--- src/core/hub_req_consts.svh ---
`ifndef HUB_REQ_CONSTS_SVH
`define HUB_REQ_CONSTS_SVH

// ************************************************
// Request type, request code and descriptor type values
// ************************************************
`define RT_HUB_IN        8'hA0
`define RT_PORT_IN       8'hA3
`define RT_STD_DEV_IN    8'h80
`define RT_HUB_NODIR     7'h20
`define RT_PORT_NODIR    7'h23
`define RQ_GET_STATUS    8'h00
`define RQ_CLR_FEATURE   8'h01
`define RQ_GET_BUS_STAT  8'h02
`define RQ_SET_FEATURE   8'h03
`define RQ_GET_DESC      8'h06
`define RQ_SET_DESC      8'h07
`define DT_NONE          8'h00
`define DT_DEVICE        8'h01
`define DT_CONFIG        8'h02
`define DT_STRING        8'h03
`define DT_HUB           8'h29

// ************************************************
// Port and hub feature selectors
// ************************************************
`define HF_C_LOCAL_POWER 8'h00
`define PF_ENABLE        8'h01
`define PF_SUSPEND       8'h02
`define PF_RESET         8'h04
`define PF_POWER         8'h08
`define PF_C_FIRST       8'h10
`define PF_C_LAST        8'h14

// ************************************************
// Descriptor lengths and field values
// ************************************************
`define LEN_DEVICE       8'h12
`define LEN_CONFIG_TOTAL 8'h19
`define LEN_HUB          8'h09
`define LEN_LANG         8'h04
`define LEN_STATUS       8'h04
`define MIN_PORTS        3'h2
`define ATTR_SELF        8'hE0
`define ATTR_BUS         8'hA0
`define MAXP_DEFAULT     8'h32
`define MAXP_ZERO        8'h00
`define MAXP_FULL        8'hFA
`define CHAR_OC          8'h09
`define CHAR_NO_OC       8'h11
`define PG_DEFAULT       8'h32
`define PG_ZERO          8'h00
`define PG_LONG          8'hFA
`define HUB_CURRENT      8'h64
`define PWR_CTRL_MASK    8'hFF

`endif

--- src/core/hub_req_pkg.sv ---
package hub_req_pkg;

   typedef enum logic [1:0] {
      ST_IDLE = 2'b00,
      ST_SEND = 2'b01
   } req_state_t;

   typedef enum logic [2:0] {
      K_DEVICE = 3'h0,
      K_CONFIG = 3'h1,
      K_HUB    = 3'h2,
      K_LANG   = 3'h3,
      K_HSTAT  = 3'h4,
      K_PSTAT  = 3'h5
   } reply_kind_t;

   typedef enum logic [2:0] {
      PC_DISABLE   = 3'h0,
      PC_SUSPEND   = 3'h1,
      PC_RESUME    = 3'h2,
      PC_RESET     = 3'h3,
      PC_POWER_ON  = 3'h4,
      PC_POWER_OFF = 3'h5,
      PC_CLR_CHG   = 3'h6
   } port_cmd_t;

endpackage

--- src/core/hub_req_unit.sv ---
`timescale 1ns/1ps
`include "hub_req_consts.svh"

// Functional notes
// - Get hub descriptor accepts type 00 or 29.
// - Clear C_LOCAL_POWER completes with no data.
// - Port features: selector, port number, zero length.
// - Port number must lie in 1..N.
// - Hub and port status return four bytes.
// - Listed unsupported hub requests get STALL.
// - Set PORT_RESET resets then enables port.
// - Enable (clear only), suspend and power selectors act.
// - Clearing change selectors clears change bits.
// - Direction bit ignored where marked don't-care.
// - Device descriptor 18 bytes, ids replaceable.
// - String indices 01/02 only when enabled.
// - Configuration set is 25 bytes total.
// - Attributes E0 self-powered, A0 bus-powered.
// - Max power 32, or 00/FA by config.
// - Interface descriptor fields as documented.
// - Endpoint descriptor 81, 03, 1, FF.
// - Hub descriptor reports 2 to 7 ports.
// - Characteristics 11 in modes 2,6 else 09.
// - Power switching reported per port always.
// - Power-good 32, 00 in modes 3,7, FA.
// - Hub current 64, removable 00, mask FF.
// - Anything unrecognised is answered with STALL, except unknown port feature selectors, which are acked.
module hub_req_unit
   import hub_req_pkg::*;
#(
   parameter logic [15:0] DEVICE_RELEASE = 16'h0001  // Arbitrary value
) (
   input  wire logic        core_clk,
   input  wire logic        arst_n,
   input  wire logic        setup_valid,
   input  wire logic [7:0]  setup_type,
   input  wire logic [7:0]  setup_code,
   input  wire logic [15:0] setup_value,
   input  wire logic [15:0] setup_index,
   input  wire logic [15:0] setup_length,
   output logic             setup_ready,
   output logic             reply_ack,
   output logic             reply_stall,
   output logic             tx_valid,
   input  wire logic        tx_ready,
   output logic [7:0]       tx_data,
   output logic             tx_last,
   input  wire logic        power_source_strap,
   input  wire logic        individual_pwr_strap,
   input  wire logic        option_strap,
   input  wire logic [2:0]  downstream_line_pair,
   input  wire logic [15:0] vendor_id,
   input  wire logic [15:0] product_id,
   input  wire logic        strings_enable,
   input  wire logic        long_power_good,
   input  wire logic [1:0]  max_power_sel,
   input  wire logic [31:0] hub_status_in,
   input  wire logic [31:0] port_status_in,
   output logic [2:0]       status_port,
   output logic             port_cmd_valid,
   output port_cmd_t        port_cmd,
   output logic [2:0]       port_num,
   output logic [2:0]       change_sel
);

   // ************************************************
   // Strap derived fields
   // ************************************************
   logic [2:0] mode;
   logic [2:0] num_ports;
   logic       no_oc;
   logic       no_switch;
   logic [7:0] pg_byte;
   logic [7:0] maxp_byte;

   assign mode = {individual_pwr_strap, option_strap, power_source_strap};
   // Port count comes decoded from the downstream strapping
   assign num_ports = (downstream_line_pair < `MIN_PORTS) ? `MIN_PORTS
                                                         : downstream_line_pair;
   assign no_oc     = (mode == 3'h2) || (mode == 3'h6);
   assign no_switch = (mode == 3'h3) || (mode == 3'h7);

   always_comb begin
      if (no_switch) begin
         pg_byte = `PG_ZERO;
      end else if (long_power_good) begin
         pg_byte = `PG_LONG;
      end else begin
         pg_byte = `PG_DEFAULT;
      end
      unique case (max_power_sel)
         2'h1:    maxp_byte = `MAXP_ZERO;
         2'h2:    maxp_byte = `MAXP_FULL;
         default: maxp_byte = `MAXP_DEFAULT;
      endcase
   end

   // ************************************************
   // Descriptor and status byte source
   // ************************************************
   function automatic logic [7:0] reply_byte(input reply_kind_t k, input logic [4:0] i);
      logic [7:0] b;
      b = 8'h00;
      unique case (k)
         K_DEVICE: begin
            unique case (i)
               5'd0:    b = `LEN_DEVICE;
               5'd1:    b = `DT_DEVICE;
               5'd2:    b = 8'h10;
               5'd3:    b = 8'h01;
               5'd4:    b = 8'h09;
               5'd7:    b = 8'h40;
               5'd8:    b = vendor_id[7:0];
               5'd9:    b = vendor_id[15:8];
               5'd10:   b = product_id[7:0];
               5'd11:   b = product_id[15:8];
               5'd12:   b = DEVICE_RELEASE[7:0];
               5'd13:   b = DEVICE_RELEASE[15:8];
               5'd14:   b = {7'h00, strings_enable};
               5'd15:   b = {6'h00, strings_enable, 1'b0};
               5'd17:   b = 8'h01;
               default: b = 8'h00;
            endcase
         end
         K_CONFIG: begin
            unique case (i)
               5'd0:    b = 8'h09;
               5'd1:    b = `DT_CONFIG;
               5'd2:    b = `LEN_CONFIG_TOTAL;
               5'd4:    b = 8'h01;
               5'd5:    b = 8'h01;
               5'd7:    b = power_source_strap ? `ATTR_SELF : `ATTR_BUS;
               5'd8:    b = maxp_byte;
               5'd9:    b = 8'h09;
               5'd10:   b = 8'h04;
               5'd12:   b = 8'h01;
               5'd13:   b = 8'h01;
               5'd14:   b = 8'h09;
               5'd18:   b = 8'h07;
               5'd19:   b = 8'h05;
               5'd20:   b = 8'h81;
               5'd21:   b = 8'h03;
               5'd22:   b = 8'h01;
               5'd24:   b = 8'hFF;
               default: b = 8'h00;
            endcase
         end
         K_HUB: begin
            unique case (i)
               5'd0:    b = `LEN_HUB;
               5'd1:    b = `DT_HUB;
               5'd2:    b = {5'h00, num_ports};
               // Per-port reporting in every mode, even ganged ones
               5'd3:    b = no_oc ? `CHAR_NO_OC : `CHAR_OC;
               5'd5:    b = pg_byte;
               5'd6:    b = `HUB_CURRENT;
               5'd8:    b = `PWR_CTRL_MASK;
               default: b = 8'h00;
            endcase
         end
         K_LANG: begin
            unique case (i)
               5'd0:    b = `LEN_LANG;
               5'd1:    b = `DT_STRING;
               5'd2:    b = 8'h09;
               5'd3:    b = 8'h04;
               default: b = 8'h00;
            endcase
         end
         K_HSTAT: b = hub_status_in[{i[1:0], 3'h0} +: 8];
         K_PSTAT: b = port_status_in[{i[1:0], 3'h0} +: 8];
         default: b = 8'h00;
      endcase
      return b;
   endfunction

   // ************************************************
   // Request decode
   // ************************************************
   logic        dec_data;
   logic        dec_ack;
   logic        dec_port;
   reply_kind_t dec_kind;
   logic [7:0]  dec_len;
   port_cmd_t   dec_cmd;
   logic [2:0]  dec_chg;
   logic        port_ok;
   logic        no_dir_hub;
   logic        no_dir_port;
   logic [7:0]  sel;
   logic [7:0]  dtype;

   assign sel   = setup_value[7:0];
   assign dtype = setup_value[15:8];
   // Direction bit is a don't-care for the feature requests
   assign no_dir_hub  = (setup_type[6:0] == `RT_HUB_NODIR);
   assign no_dir_port = (setup_type[6:0] == `RT_PORT_NODIR);
   assign port_ok = (setup_index[15:8] == 8'h00) && (setup_index[7:3] == 5'h00)
                    && (setup_index[2:0] != 3'h0)
                    && (setup_index[2:0] <= num_ports);

   always_comb begin
      dec_data = 1'b0;
      dec_ack  = 1'b0;
      dec_port = 1'b0;
      dec_kind = K_DEVICE;
      dec_len  = 8'h00;
      dec_cmd  = PC_DISABLE;
      dec_chg  = 3'h0;
      // Everything not matched below falls through to STALL
      if (setup_type == `RT_HUB_IN && setup_code == `RQ_GET_DESC
          && (dtype == `DT_NONE || dtype == `DT_HUB)) begin
         dec_data = 1'b1;
         dec_kind = K_HUB;
         dec_len  = `LEN_HUB;
      end else if (setup_type == `RT_STD_DEV_IN && setup_code == `RQ_GET_DESC) begin
         if (dtype == `DT_DEVICE && sel == 8'h00) begin
            dec_data = 1'b1;
            dec_kind = K_DEVICE;
            dec_len  = `LEN_DEVICE;
         end else if (dtype == `DT_CONFIG && sel == 8'h00) begin
            dec_data = 1'b1;
            dec_kind = K_CONFIG;
            dec_len  = `LEN_CONFIG_TOTAL;
         end else if (dtype == `DT_STRING && sel == 8'h00 && strings_enable) begin
            dec_data = 1'b1;
            dec_kind = K_LANG;
            dec_len  = `LEN_LANG;
         end
      end else if (setup_type == `RT_HUB_IN && setup_code == `RQ_GET_STATUS
                   && setup_value == 16'h0000 && setup_index == 16'h0000) begin
         dec_data = 1'b1;
         dec_kind = K_HSTAT;
         dec_len  = `LEN_STATUS;
      end else if (setup_type == `RT_PORT_IN && setup_code == `RQ_GET_STATUS
                   && setup_value == 16'h0000 && port_ok) begin
         dec_data = 1'b1;
         dec_kind = K_PSTAT;
         dec_len  = `LEN_STATUS;
      end else if (no_dir_hub && setup_code == `RQ_CLR_FEATURE
                   && setup_value == 16'h0000 && setup_index == 16'h0000
                   && setup_length == 16'h0000) begin
         dec_ack = 1'b1;
      end else if (no_dir_port && setup_length == 16'h0000 && port_ok
                   && setup_value[15:8] == 8'h00
                   && (setup_code == `RQ_CLR_FEATURE
                       || setup_code == `RQ_SET_FEATURE)) begin
         dec_ack = 1'b1;
         if (setup_code == `RQ_SET_FEATURE) begin
            unique case (sel)
               `PF_SUSPEND: begin
                  dec_port = 1'b1;
                  dec_cmd  = PC_SUSPEND;
               end
               `PF_RESET: begin
                  dec_port = 1'b1;
                  dec_cmd  = PC_RESET;
               end
               `PF_POWER: begin
                  dec_port = 1'b1;
                  dec_cmd  = PC_POWER_ON;
               end
               default: dec_port = 1'b0;
            endcase
         end else begin
            unique case (sel)
               `PF_ENABLE: begin
                  dec_port = 1'b1;
                  dec_cmd  = PC_DISABLE;
               end
               `PF_SUSPEND: begin
                  dec_port = 1'b1;
                  dec_cmd  = PC_RESUME;
               end
               `PF_POWER: begin
                  dec_port = 1'b1;
                  dec_cmd  = PC_POWER_OFF;
               end
               default: begin
                  if (sel >= `PF_C_FIRST && sel <= `PF_C_LAST) begin
                     dec_port = 1'b1;
                     dec_cmd  = PC_CLR_CHG;
                     dec_chg  = sel[2:0];
                  end
               end
            endcase
         end
      end
      // Data requests with zero length degrade to a bare status stage
      if (dec_data && setup_length == 16'h0000) begin
         dec_data = 1'b0;
         dec_ack  = 1'b1;
      end
   end

   // ************************************************
   // Reply sequencer
   // ************************************************
   req_state_t  state_q, state_d;
   reply_kind_t kind_q, kind_d;
   logic [4:0]  idx_q, idx_d;
   logic [4:0]  last_q, last_d;
   logic [7:0]  data_q, data_d;
   logic        ack_q, ack_d;
   logic        stall_q, stall_d;
   logic        pcv_q, pcv_d;
   port_cmd_t   pcmd_q, pcmd_d;
   logic [2:0]  pnum_q, pnum_d;
   logic [2:0]  chg_q, chg_d;
   logic [2:0]  spn_q, spn_d;
   logic [7:0]  send_len;

   // Host may ask for fewer bytes than the descriptor holds
   assign send_len = (setup_length < {8'h00, dec_len}) ? setup_length[7:0] : dec_len;

   always_comb begin
      state_d = state_q;
      kind_d  = kind_q;
      idx_d   = idx_q;
      last_d  = last_q;
      data_d  = data_q;
      ack_d   = 1'b0;
      stall_d = 1'b0;
      pcv_d   = 1'b0;
      pcmd_d  = pcmd_q;
      pnum_d  = pnum_q;
      chg_d   = chg_q;
      spn_d   = spn_q;
      unique case (state_q)
         ST_IDLE: begin
            if (setup_valid) begin
               if (dec_data) begin
                  state_d = ST_SEND;
                  kind_d  = dec_kind;
                  idx_d   = 5'h00;
                  last_d  = 5'(send_len - 8'h01);
                  data_d  = reply_byte(dec_kind, 5'h00);
                  spn_d   = setup_index[2:0];
               end else if (dec_ack) begin
                  ack_d  = 1'b1;
                  pcv_d  = dec_port;
                  pcmd_d = dec_cmd;
                  pnum_d = setup_index[2:0];
                  chg_d  = dec_chg;
               end else begin
                  stall_d = 1'b1;
               end
            end
         end
         ST_SEND: begin
            if (tx_ready) begin
               if (idx_q == last_q) begin
                  state_d = ST_IDLE;
               end else begin
                  idx_d  = idx_q + 5'h01;
                  data_d = reply_byte(kind_q, idx_q + 5'h01);
               end
            end
         end
         default: state_d = ST_IDLE;
      endcase
   end

   always_ff @(posedge core_clk or negedge arst_n) begin
      if (!arst_n) begin
         state_q <= ST_IDLE;
         kind_q  <= K_DEVICE;
         idx_q   <= 5'h00;
         last_q  <= 5'h00;
         data_q  <= 8'h00;
         ack_q   <= 1'b0;
         stall_q <= 1'b0;
         pcv_q   <= 1'b0;
         pcmd_q  <= PC_DISABLE;
         pnum_q  <= 3'h0;
         chg_q   <= 3'h0;
         spn_q   <= 3'h0;
      end else begin
         state_q <= state_d;
         kind_q  <= kind_d;
         idx_q   <= idx_d;
         last_q  <= last_d;
         data_q  <= data_d;
         ack_q   <= ack_d;
         stall_q <= stall_d;
         pcv_q   <= pcv_d;
         pcmd_q  <= pcmd_d;
         pnum_q  <= pnum_d;
         chg_q   <= chg_d;
         spn_q   <= spn_d;
      end
   end

   // ************************************************
   // Outputs
   // ************************************************
   // Port status is sampled live while streaming; the owner keeps it steady
   assign setup_ready    = (state_q == ST_IDLE);
   assign tx_valid       = (state_q == ST_SEND);
   assign tx_data        = data_q;
   assign tx_last        = (state_q == ST_SEND) && (idx_q == last_q);
   assign reply_ack      = ack_q;
   assign reply_stall    = stall_q;
   assign port_cmd_valid = pcv_q;
   assign port_cmd       = pcmd_q;
   assign port_num       = pnum_q;
   assign change_sel     = chg_q;
   assign status_port    = spn_q;

endmodule

--- config.mk ---
export PLATFORM = sky130hd
export DESIGN_NAME = hub_req_unit
export DESIGN_NICKNAME = d
export VERILOG_FILES = /design/src/core/hub_req_pkg.sv /design/src/core/hub_req_unit.sv
export VERILOG_INCLUDE_DIRS = /design/src /design/src/core
export SDC_FILE = /design/constraint.sdc
export NUM_CORES = 1
export LEC_CHECK = 0
export BUFFER_PORTS_ARGS = -buffer_cell sky130_fd_sc_hd__buf_2
export CAP_MARGIN = 40
export CORE_UTILIZATION = 49
export CTS_CLUSTER_DIAMETER = 80
export CTS_CLUSTER_SIZE = 30
export DETAILED_ROUTE_END_ITERATION = 8
export HOLD_SLACK_MARGIN = 0.03
export PLACE_DENSITY = 0.83
export REMOVE_ABC_BUFFERS = 1
export SYNTH_ARGS = -nofsm -noshare
export SYNTH_HDL_FRONTEND = slang
export SYNTH_SLANG_ARGS = --single-unit
--- constraint.sdc ---
create_clock -name core_clk -period 3.3 [get_ports core_clk]
set_clock_uncertainty 0.05 [all_clocks]
set_input_delay 0.165 -clock core_clk [delete_from_list [all_inputs] [get_ports core_clk]]
set_output_delay 0.165 -clock core_clk [all_outputs]
set_load 0.02 [all_outputs]
# Word-level counts from Yosys, hierarchy flattened
# Cells that the tools add are included.
[totals]
output_inout_bits = 26
register_bits = 38
inputBits = 174
elab_cells = 237
[op_classes]
eq_ne = 61
add_sub_neg = 2
n_reduce_logical = 56
bitwise = 1
shift = 2
order_cmp = 5
muxes = 98
[op_table]
columns = ["operator", "n"]
rows = [
  ["$pmux 8 s12", 1],
  ["$pmux 8 s11", 1],
  ["$mux 3", 25],
  ["$mux 8", 8],
  ["$shiftx 32x6->8", 2],
  ["$pmux 8 s7", 1],
  ["$logic_not 16->1", 3],
  ["$pmux 8 s6", 1],
  ["$eq 5x4->1 const B", 8],
  ["$mux 5", 8],
  ["$pmux 8 s5", 1],
  ["$mux 1", 37],
  ["$eq 5x5->1 const B", 7],
  ["$eq 8x2->1 const B", 4],
  ["$logic_not 8->1", 4],
  ["$pmux 8 s2", 2],
  ["$logic_and 1x1->1", 27],
  ["$eq 8x1->1 const B", 3],
  ["$eq 8x8->1 const B", 3],
  ["$eq 5x3->1 const B", 4],
  ["$eq 3x2->1 const B", 6],
  ["$eq 3x3->1 const B", 6],
  ["$pmux 3 s3", 2],
  ["$eq 8x3->1 const B", 2],
  ["37 further kinds", 59],
]

# Depth between registers and ports, before layout
# Gate-level depths: netlist of run 1.
[depth]
ltp_word = 18
mapped_depth = 22

# Worst setup path before layout of run 1
# OpenSTA, ideal clock, no wires.
[synth_path]
kind = "in2reg"
from = "input port setup_code[5]"
to = "register last_q[4]"
path_slack_ns = -0.712
n_path_buf = 1
arrival_time_ns = 3.837
setup_ns = 0.125
required_time_ns = 3.125
cell_stages = 19
cell_sequence = "or4_4 -> or3_1 -> nor4_2 -> and4_1 -> buf_4 -> nor3_1 -> ha_1 -> o21ai_0 -> nand2_1 -> o211ai_1 -> o21ai_2 -> nor2_1 -> a31oi_1 -> ha_1 -> inv_1 -> or3_1 -> o32ai_1 -> xor2_1 -> mux2_2"
[synth_via]
elab_chain_len = 11
elab_cells_between_ends = 25
classes_between = "add/sub (1); order compare (1); eq/ne (1); mux (10); reduce/logical (12)"
[synth_lines]
columns = ["item", "line_no", "text"]
rows = [
  ["from (decl)", "hub_req_unit.sv:37", "input wire logic [7:0] setup_code,"],
  ["$logic_not 8->1 (no line)", "-", ""],
  ["$logic_and 1x1->1 (no line)", "-", ""],
  ["$logic_and 1x1->1 (2 in series)", "hub_req_unit.sv:235", "end else if (setup_type == `RT_PORT_IN && setup_code == `RQ_GET_STATUS"],
  ["$mux 3 or $mux 1 (tied branches)", "hub_req_unit.sv:235", ""],
  ["$mux 3 or $mux 1 (tied branches)", "hub_req_unit.sv:230", "end else if (setup_type == `RT_HUB_IN && setup_code == `RQ_GET_STATUS"],
  ["$mux 8 or $mux 1 (tied branches)", "hub_req_unit.sv:216", "end else if (setup_type == `RT_STD_DEV_IN && setup_code == `RQ_GET_DESC) begin"],
  ["$mux 8 or $mux 1 (tied branches)", "hub_req_unit.sv:211", "if (setup_type == `RT_HUB_IN && setup_code == `RQ_GET_DESC"],
  ["$lt 16x8->1 or $logic_and 1x1->1 (tied branches)", "hub_req_unit.sv:314, hub_req_unit.sv:290", ""],
  ["$mux 5 or $mux 1 (tied branches)", "hub_req_unit.sv:314, hub_req_unit.sv:290", ""],
  ["$sub 5x1->5 or $reduce_and 3->1 (tied branches)", "-", ""],
  ["to (signal assigned)", "hub_req_unit.sv:382", "last_q <= last_d;"],
  ["to (decl)", "hub_req_unit.sv:302", "logic [4:0] last_q, last_d;"],
]
# Several ways; a longest one is shown, not always the timed one.
# A chain may end at the register's enable or synchronous reset.

# Final worst setup path of run 1
[layout_path]
from = "input port setup_code[6]"
to = "register last_q[4]"
# The elaborated chain is that of the path after synthesis.

==> impl_metrics.toml, run 1 <==
[synthesis]
synthTopCellsByArea = "dfrtp_1 (21%), mux4_2 (8.1%), nor2_1 (4.6%)"
yosysTopAreaCellShare_pct = 20.8
ys_seq_area_share_pct = 20.8
synth_edf_count = 0
ys_ff_latch = 37
syn_area_um2 = 4450
ys_types = 73
syn_inst = 567
ys_warn_count = 0
synthFlopType = "dfrtp_1"
synth-async-reset-ratio_pct = 100
yosysTopAreaCell = "dfrtp_1"
syn_area_per_cell_um2 = 7.86

[clock_tree]
clk_pin_slew_ns = 0.08
clkSinkCount = 37
clock_latency_ns = 0.30
numCtsBuffers = 5
root_buffer = "clkbuf_8"
htreeDepth = 2
clk_path_buf_depth = 2
cts_tree = "done"

[pwr]
vdd_ir_drop_max_v = 0.000138
netSwitchingFraction_pct = 26.7
seq_power_share_pct = 39.1
p_leak_nw = 3.07
p_switching_uw = 312
p_total_mw = 1.17
power_density_nw_per_um2 = 184
combPwrFrac_pct = 25.0
clkPwrFrac_pct = 35.9
p_int_uw = 857

[global_route]
grt_max_degree = 38
grt_pass1_vias = 5607
antenna_found_initial = 0
grtUsageTotal_pct = 33.3
grt_pass1_wl_um = 25900
grt_overflow = 0

[sta]
finalSetupTns_ns = -0.480
final.min_clock_period_ns = 3.71
tightest_slew_ns = 0.861
finalSetupViolations = 2
fmax_mhz = 269
final_max_slew_viol_count = 0
rsz0062_at_grt = "yes"
period_share_pct = 112
finalWorstSetupSlack_ns = -0.412
slew_headroom_pct = 42.6
hold_viol = 0

[outcome]
violations = "negative setup slack"
status = "finished, violations left"

[cells_and_area]
final_common_cell = "buf_2"
final_cell_mix = "buf_2 (198), buf_4 (84), nor2_1 (51)"
stdcell_count = 931
drive_gt1_share_pct = 42.4
area_growth_pct = 42.6
antennaDiodeCount = 0
nets = 1009
multiInputGateArea_um2 = 3420
fillers = 703
final-seq-area_um2 = 926

[route]
route.detailed.drc = 0
routed_wirelength_um = 16200
drt-pass1-iter-count = 5
viasPerCell = 6.19
routedWlPerCell_um = 17.4
num_vias = 5764
final_antenna_net_count = 0
drt_iter0_drc = 417

[worst_hold_path]
worstHoldPathType = "primary input to flop"

[worst_setup_path]
required_ns = 3.43
arrival_ns = 3.84
critPathLaunchType = "primary input"
critical_path_class = "primary input to flop"
cp-end-kind = "flop"
crit_fanout = 5

[floorplan]
die-area_um2 = 9480
ios = 200
core_um2 = 8760
start_util_pct = 50.8
die_width_um = 97.3
rows = 34
die_h_um = 97.3

[placed_design]
dpl_worst_slack_ns = -0.857
gp_congestion = 0.935
dp_hpwl_um = 12900
portBuffers = 198
dp.cells = 916

[job]
maxCapViolCount = 0
==> critical path: stages <==
cell      delay [ns]
buf_2           0.10
or4_4           0.53
buf_6           0.13
nor4_4          0.23
buf_4           0.19
nand4_1         0.19
nand2_2         0.16
inv_2           0.05
ha_4            0.15
or3_4           0.38
a221oi_2        0.21
o21ai_2         0.12
a31oi_1         0.17
ha_2            0.21
inv_1           0.06
or3_1           0.31
o32ai_2         0.12
xor2_1          0.10
mux2_2          0.26
==> logic make-up after synthesis <==
logic type | after synthesis | share of synthesized area, %
xor gates and xnor gates | 14 | 2.75
adders and majority gates | 13 | 3.65
buffers and inverters | 61 | 5.56
DFF | 37 | 20.8
AOI/OAI and AO/OA | 161 | 25.0
muxes | 44 | 14.7
and+or+nand+nor | 237 | 27.6
==> final timing paths <==
check,cells past startpoint,slack (ns),start,end
worst max register to register,9,0.34,idx_q[0]$_DFFE_PN0P_,tx_data[3]$_DFFE_PN0P_
worst max-delay path,19,-0.41,setup_code[6],last_q[4]$_DFFE_PN0P_
min in group asynchronous,2,0.47,arst_n,tx_data[0]$_DFFE_PN0P_
max in group asynchronous,2,2.19,arst_n,last_q[3]$_DFFE_PN0P_
worst min-delay path,4,0.09,tx_ready,state_q[0]$_DFFE_PN0P_
worst min register to register,1,0.44,port_num[2]$_DFFE_PN0P_,port_num[2]$_DFFE_PN0P_
==> routing by layer <==
layer	global-route usage (%)	up-vias	share of wire (%)
met2	58.1	292	49
met4	15.2	0	4.0
met1	40.7	2736	40
li1	-	2672	-
met5	0	-	0
met3	4.68	64	6.6
==> area by class of cell <==
cell class,count,area share [%]
clock buffers,6,1.30
flip-flops and latches,37,14.6
clock inverters,2,0.591
well taps,108,2.13
inverters,24,1.42
multi-input cells,469,53.9
repair buffers,285,26.0
==> power by group through the flow <==
stage	logic [mW]	clock network, mW	registers (mW)
4_1_cts	0.285	0.425	0.457
3_3_place_gp	0.266	0	0.465
2_1_floorplan	0.0887	0	0.468
3_5_place_dp	0.278	0	0.466
5_1_grt	0.319	0.443	0.457
6_report	0.292	0.420	0.457
==> Yosys cell counts, types with 4 or more instances <==
| library cell | instances |
|---|---|
| buf_2 | 12 |
| dfrtp_1 | 37 |
| and2_1 | 7 |
| o211ai_1 | 5 |
| a221oi_1 | 4 |
| a31oi_1 | 13 |
| inv_1 | 21 |
| o21a_1 | 8 |
| nand4_1 | 6 |
| o31ai_1 | 6 |
| o32ai_1 | 5 |
| xor2_1 | 4 |
| or3_1 | 9 |
| mux4_2 | 16 |
| a2111oi_0 | 4 |
| nor2b_1 | 6 |
| nor4_1 | 11 |
| nor2_1 | 54 |
| a22oi_1 | 6 |
| mux2i_1 | 16 |
| nor3_1 | 23 |
| mux2_2 | 5 |
| nand2_1 | 50 |
| xnor2_1 | 10 |
| clkbuf_1 | 21 |
| nand2b_1 | 10 |
| a222oi_1 | 6 |
| o21ai_0 | 31 |
| a21oi_1 | 25 |
| ha_1 | 13 |
| o22ai_1 | 10 |
| nand3b_1 | 4 |
| nand3_1 | 28 |
| o21ai_1 | 8 |
| and3_1 | 9 |
| mux2_1 | 7 |
==> state kept, by name (all words and copies together), names as in the netlist <==
register,count
reply_ack,1
change_sel,3
port_num,3
reply_stall,1
last_q,5
port_cmd_valid,1
tx_data,8
status_port,3
kind_q,3
port_cmd,3
idx_q,5
state_q,1
==> metrics by stage <==
| step | hold slack, ns | cell area, µm² | util (%) |
|---|---|---|---|
| after floorplan | -0.181 | 4300 | - |
| after global routing | 0.0955 | 6350 | 72.5 |
| after CTS | 0.0784 | 6260 | 71.4 |
| after detailed placement | 0.252 | 6030 | 68.8 |
| after global placement | 0.234 | 6030 | 68.8 |
| final | 0.0871 | 6350 | 72.5 |
==> repair_timing <==
action,in CTS,in global routing
hold buffers,1,0
setup buffers,5,3
pin swaps,13,9
gates resized for setup,15,20
endpoints found under the hold margin,37,0
endpoints found under the setup margin,2,3
(Power assumes the default switching activity.)
==> run 2: changes to the inputs <==
- ABC_AREA: unset -> 1
- PLACE_DENSITY: 0.83 -> 0.82
==> impl_metrics.toml, run 2 <==
[cells_and_area]
nets = 1171
final_area_um2 = 5910
antennaDiodeCount = 0
final_common_cell = "nand2_1"
area_growth_pct = 26.9
final_cell_mix = "nand2_1 (204), buf_2 (198), inv_1 (101)"
fillers = 941
largest_register_ffs = 8
final_util_pct = 63.9
drive_gt1_share_pct = 30.2

[synthesis]
netlist_top_cells_count = "nand2_1 (204), inv_1 (101), nor2_1 (89), o21ai_0 (58), nand3_1 (53)"
synthTopCellsByArea = "dfrtp_1 (20%), nand2_1 (16%), inv_1 (8.1%)"
synth_edf_count = 0
ys_ff_latch = 37
syn_area_um2 = 4660
ys_warn_count = 0
syn_inst = 783
ys_types = 52
syn_area_per_cell_um2 = 5.95
synthFlopType = "dfrtp_1"
ys_seq_area_share_pct = 19.9
yosysTopAreaCell = "dfrtp_1"
synth-async-reset-ratio_pct = 100
yosysTopAreaCellShare_pct = 19.9
synth_most_common_cell = "nand2_1"

[placed_design]
gp_congestion = 0.978
portBuffers = 198
dpl_worst_slack_ns = 0.176
place_area_um2 = 5810
dp_hpwl_um = 11900

[worst_setup_path]
timing.rr.end = "tx_data[4]$_DFFE_PN0P_"
crit_fanout = 9
critical_path_class = "primary input to flop"
r2r-start = "idx_q[0]$_DFFE_PN0P_"
arrival_ns = 2.98
critPathLaunchType = "primary input"
reg2reg_depth = 16
crit_end = "last_q[4]$_DFFE_PN0P_"
crit_path_start = "downstream_line_pair[2]"
cp-end-kind = "flop"
required_ns = 3.44
r2r_slack_ns = 0.71

[global_route]
grt_max_degree = 41
grtUsageTotal_pct = 29.4
grt_overflow = 0
grt_pass1_vias = 5479
antenna_found_initial = 0
grt_pass1_wl_um = 23800

[sta]
final.min_clock_period_ns = 2.85
finalSetupTns_ns = 0
slew_headroom_pct = 39.6
fmax_mhz = 351
finalSetupViolations = 0
rsz0062_at_grt = "no"
tightest_slew_ns = 0.899
period_share_pct = 86.2
final_max_slew_viol_count = 0
finalWorstSetupSlack_ns = 0.455
hold_viol = 0

[floorplan]
die_width_um = 99.5
core_um2 = 9240
start_util_pct = 50.4
die_h_um = 99.5
die-area_um2 = 9900
rows = 35
ios = 200

[clock_tree]
cts_tree = "done"
root_buffer = "clkbuf_8"
clock_latency_ns = 0.29
clk_path_buf_depth = 2
clk_pin_slew_ns = 0.08
htreeDepth = 2
clkSinkCount = 37
cts_resized = 0
numCtsBuffers = 5

[pwr]
p_total_mw = 1.00
vdd_ir_drop_max_v = 0.000196
p_leak_nw = 3.32
power_density_nw_per_um2 = 170

[route]
routed_wirelength_um = 14300
num_vias = 5809
drt-pass1-iter-count = 5
viasPerCell = 5.21
route.detailed.drc = 0
final_antenna_net_count = 0
routedWlPerCell_um = 12.9
drt_iter0_drc = 215

[outcome]
status = "finished, final reports clean"

[job]
maxCapViolCount = 0

[worst_hold_path]
worstHoldPathType = "primary input to flop"
## run 2: changes by cell type in the layout (fill, tap and decap cells not counted), sizes merged, moves of 16 or more
| cell | delta |
|---|---|
| nand2 | +170 |
| inv | +104 |
| buf | -73 |
| nor2 | +47 |
| o21ai | +34 |
| nand3 | +30 |
| mux4 | -16 |
## run 2: worst min-delay path by stage
stage	to	from	cells after the start
2_1_floorplan	change_sel[0]$_DFFE_PN0P_	arst_n	0
3_3_place_gp	tx_data[7]$_DFFE_PN0P_	arst_n	1
3_5_place_dp	idx_q[3]$_DFFE_PN0P_	arst_n	1
4_1_cts	port_num[1]$_DFFE_PN0P_	setup_index[1]	3
5_1_grt	port_num[1]$_DFFE_PN0P_	setup_index[1]	3
6_report	port_num[1]$_DFFE_PN0P_	setup_index[1]	3
## run 2: layer usage
metal  global-route usage (%)  share of wire [%]
met1                     34.6                 42
met2                     54.4                 49
met3                     4.22                5.3
met4                     9.95                3.3
met5                        0                  0
## run 2: final cells by class
| class | count | area [µm²] | area share, % |
|---|---|---|---|
| well taps | 129 | 161 | 2.73 |
| clock inverters | 3 | 21.3 | 0.360 |
| clock buffers | 5 | 68.8 | 1.16 |
| repair buffers | 212 | 1100 | 18.6 |
| multi-input cells | 600 | 3150 | 53.3 |
| inverters | 128 | 480 | 8.13 |
| flip-flops and latches | 37 | 926 | 15.7 |
## run 2: logic make-up (layout without fill, tap and decap cells)
| logic type | after synthesis | count (layout) | share of synthesized area [%] |
|---|---|---|---|
| and+or+nand+nor | 431 | 431 | 43.5 |
| AOI/OAI and AO/OA | 149 | 149 | 19.2 |
| xor gates and xnor gates | 6 | 6 | 1.29 |
| adders and majority gates | 13 | 13 | 3.49 |
| muxes | 1 | 1 | 0.215 |
| buffers and inverters | 146 | 348 | 12.4 |
| DFF | 37 | 37 | 19.9 |
## run 2: report_power, final
group	internal (mW)	leakage, nW	switching, mW
logic	0.108	2.79	0.116
clock network	0.150	0.0445	0.176
registers	0.454	0.489	0.000898
## run 2: stage by stage
| step | hold slack (ns) | instances |
|---|---|---|
| 2_1_floorplan | -0.181 | 765 |
| 3_3_place_gp | 0.244 | 1105 |
| 3_5_place_dp | 0.252 | 1105 |
| 4_1_cts | 0.132 | 1114 |
| 5_1_grt | 0.137 | 1114 |
| 6_report | 0.133 | 1114 |
## run 2: what timing repair did
item | in CTS | in global routing
hold buffers | 1 | 0
endpoints found under the hold margin | 37 | 0
buffers inserted | 0 | 0
## run 2: critical path, stage by stage
cell and delay, ns:
buf_2 0.10, inv_1 0.12, nor2_1 0.08, ha_1 0.30, nand3_1 0.09, a32oi_1 0.09
nor3_2 0.24, nand3_2 0.12, nand2_1 0.10, inv_1 0.05, nand2_1 0.05, inv_1 0.04
ha_1 0.26, nand2_1 0.06, inv_1 0.04, nand2_1 0.05, nand2_1 0.09, nand2_4 0.11
nand2_4 0.09, o21ai_0 0.09, nand2_1 0.07, inv_1 0.05, ha_1 0.15, inv_1 0.05
nor2_2 0.13, nand3b_1 0.08, nand3_1 0.08, nand2_1 0.05
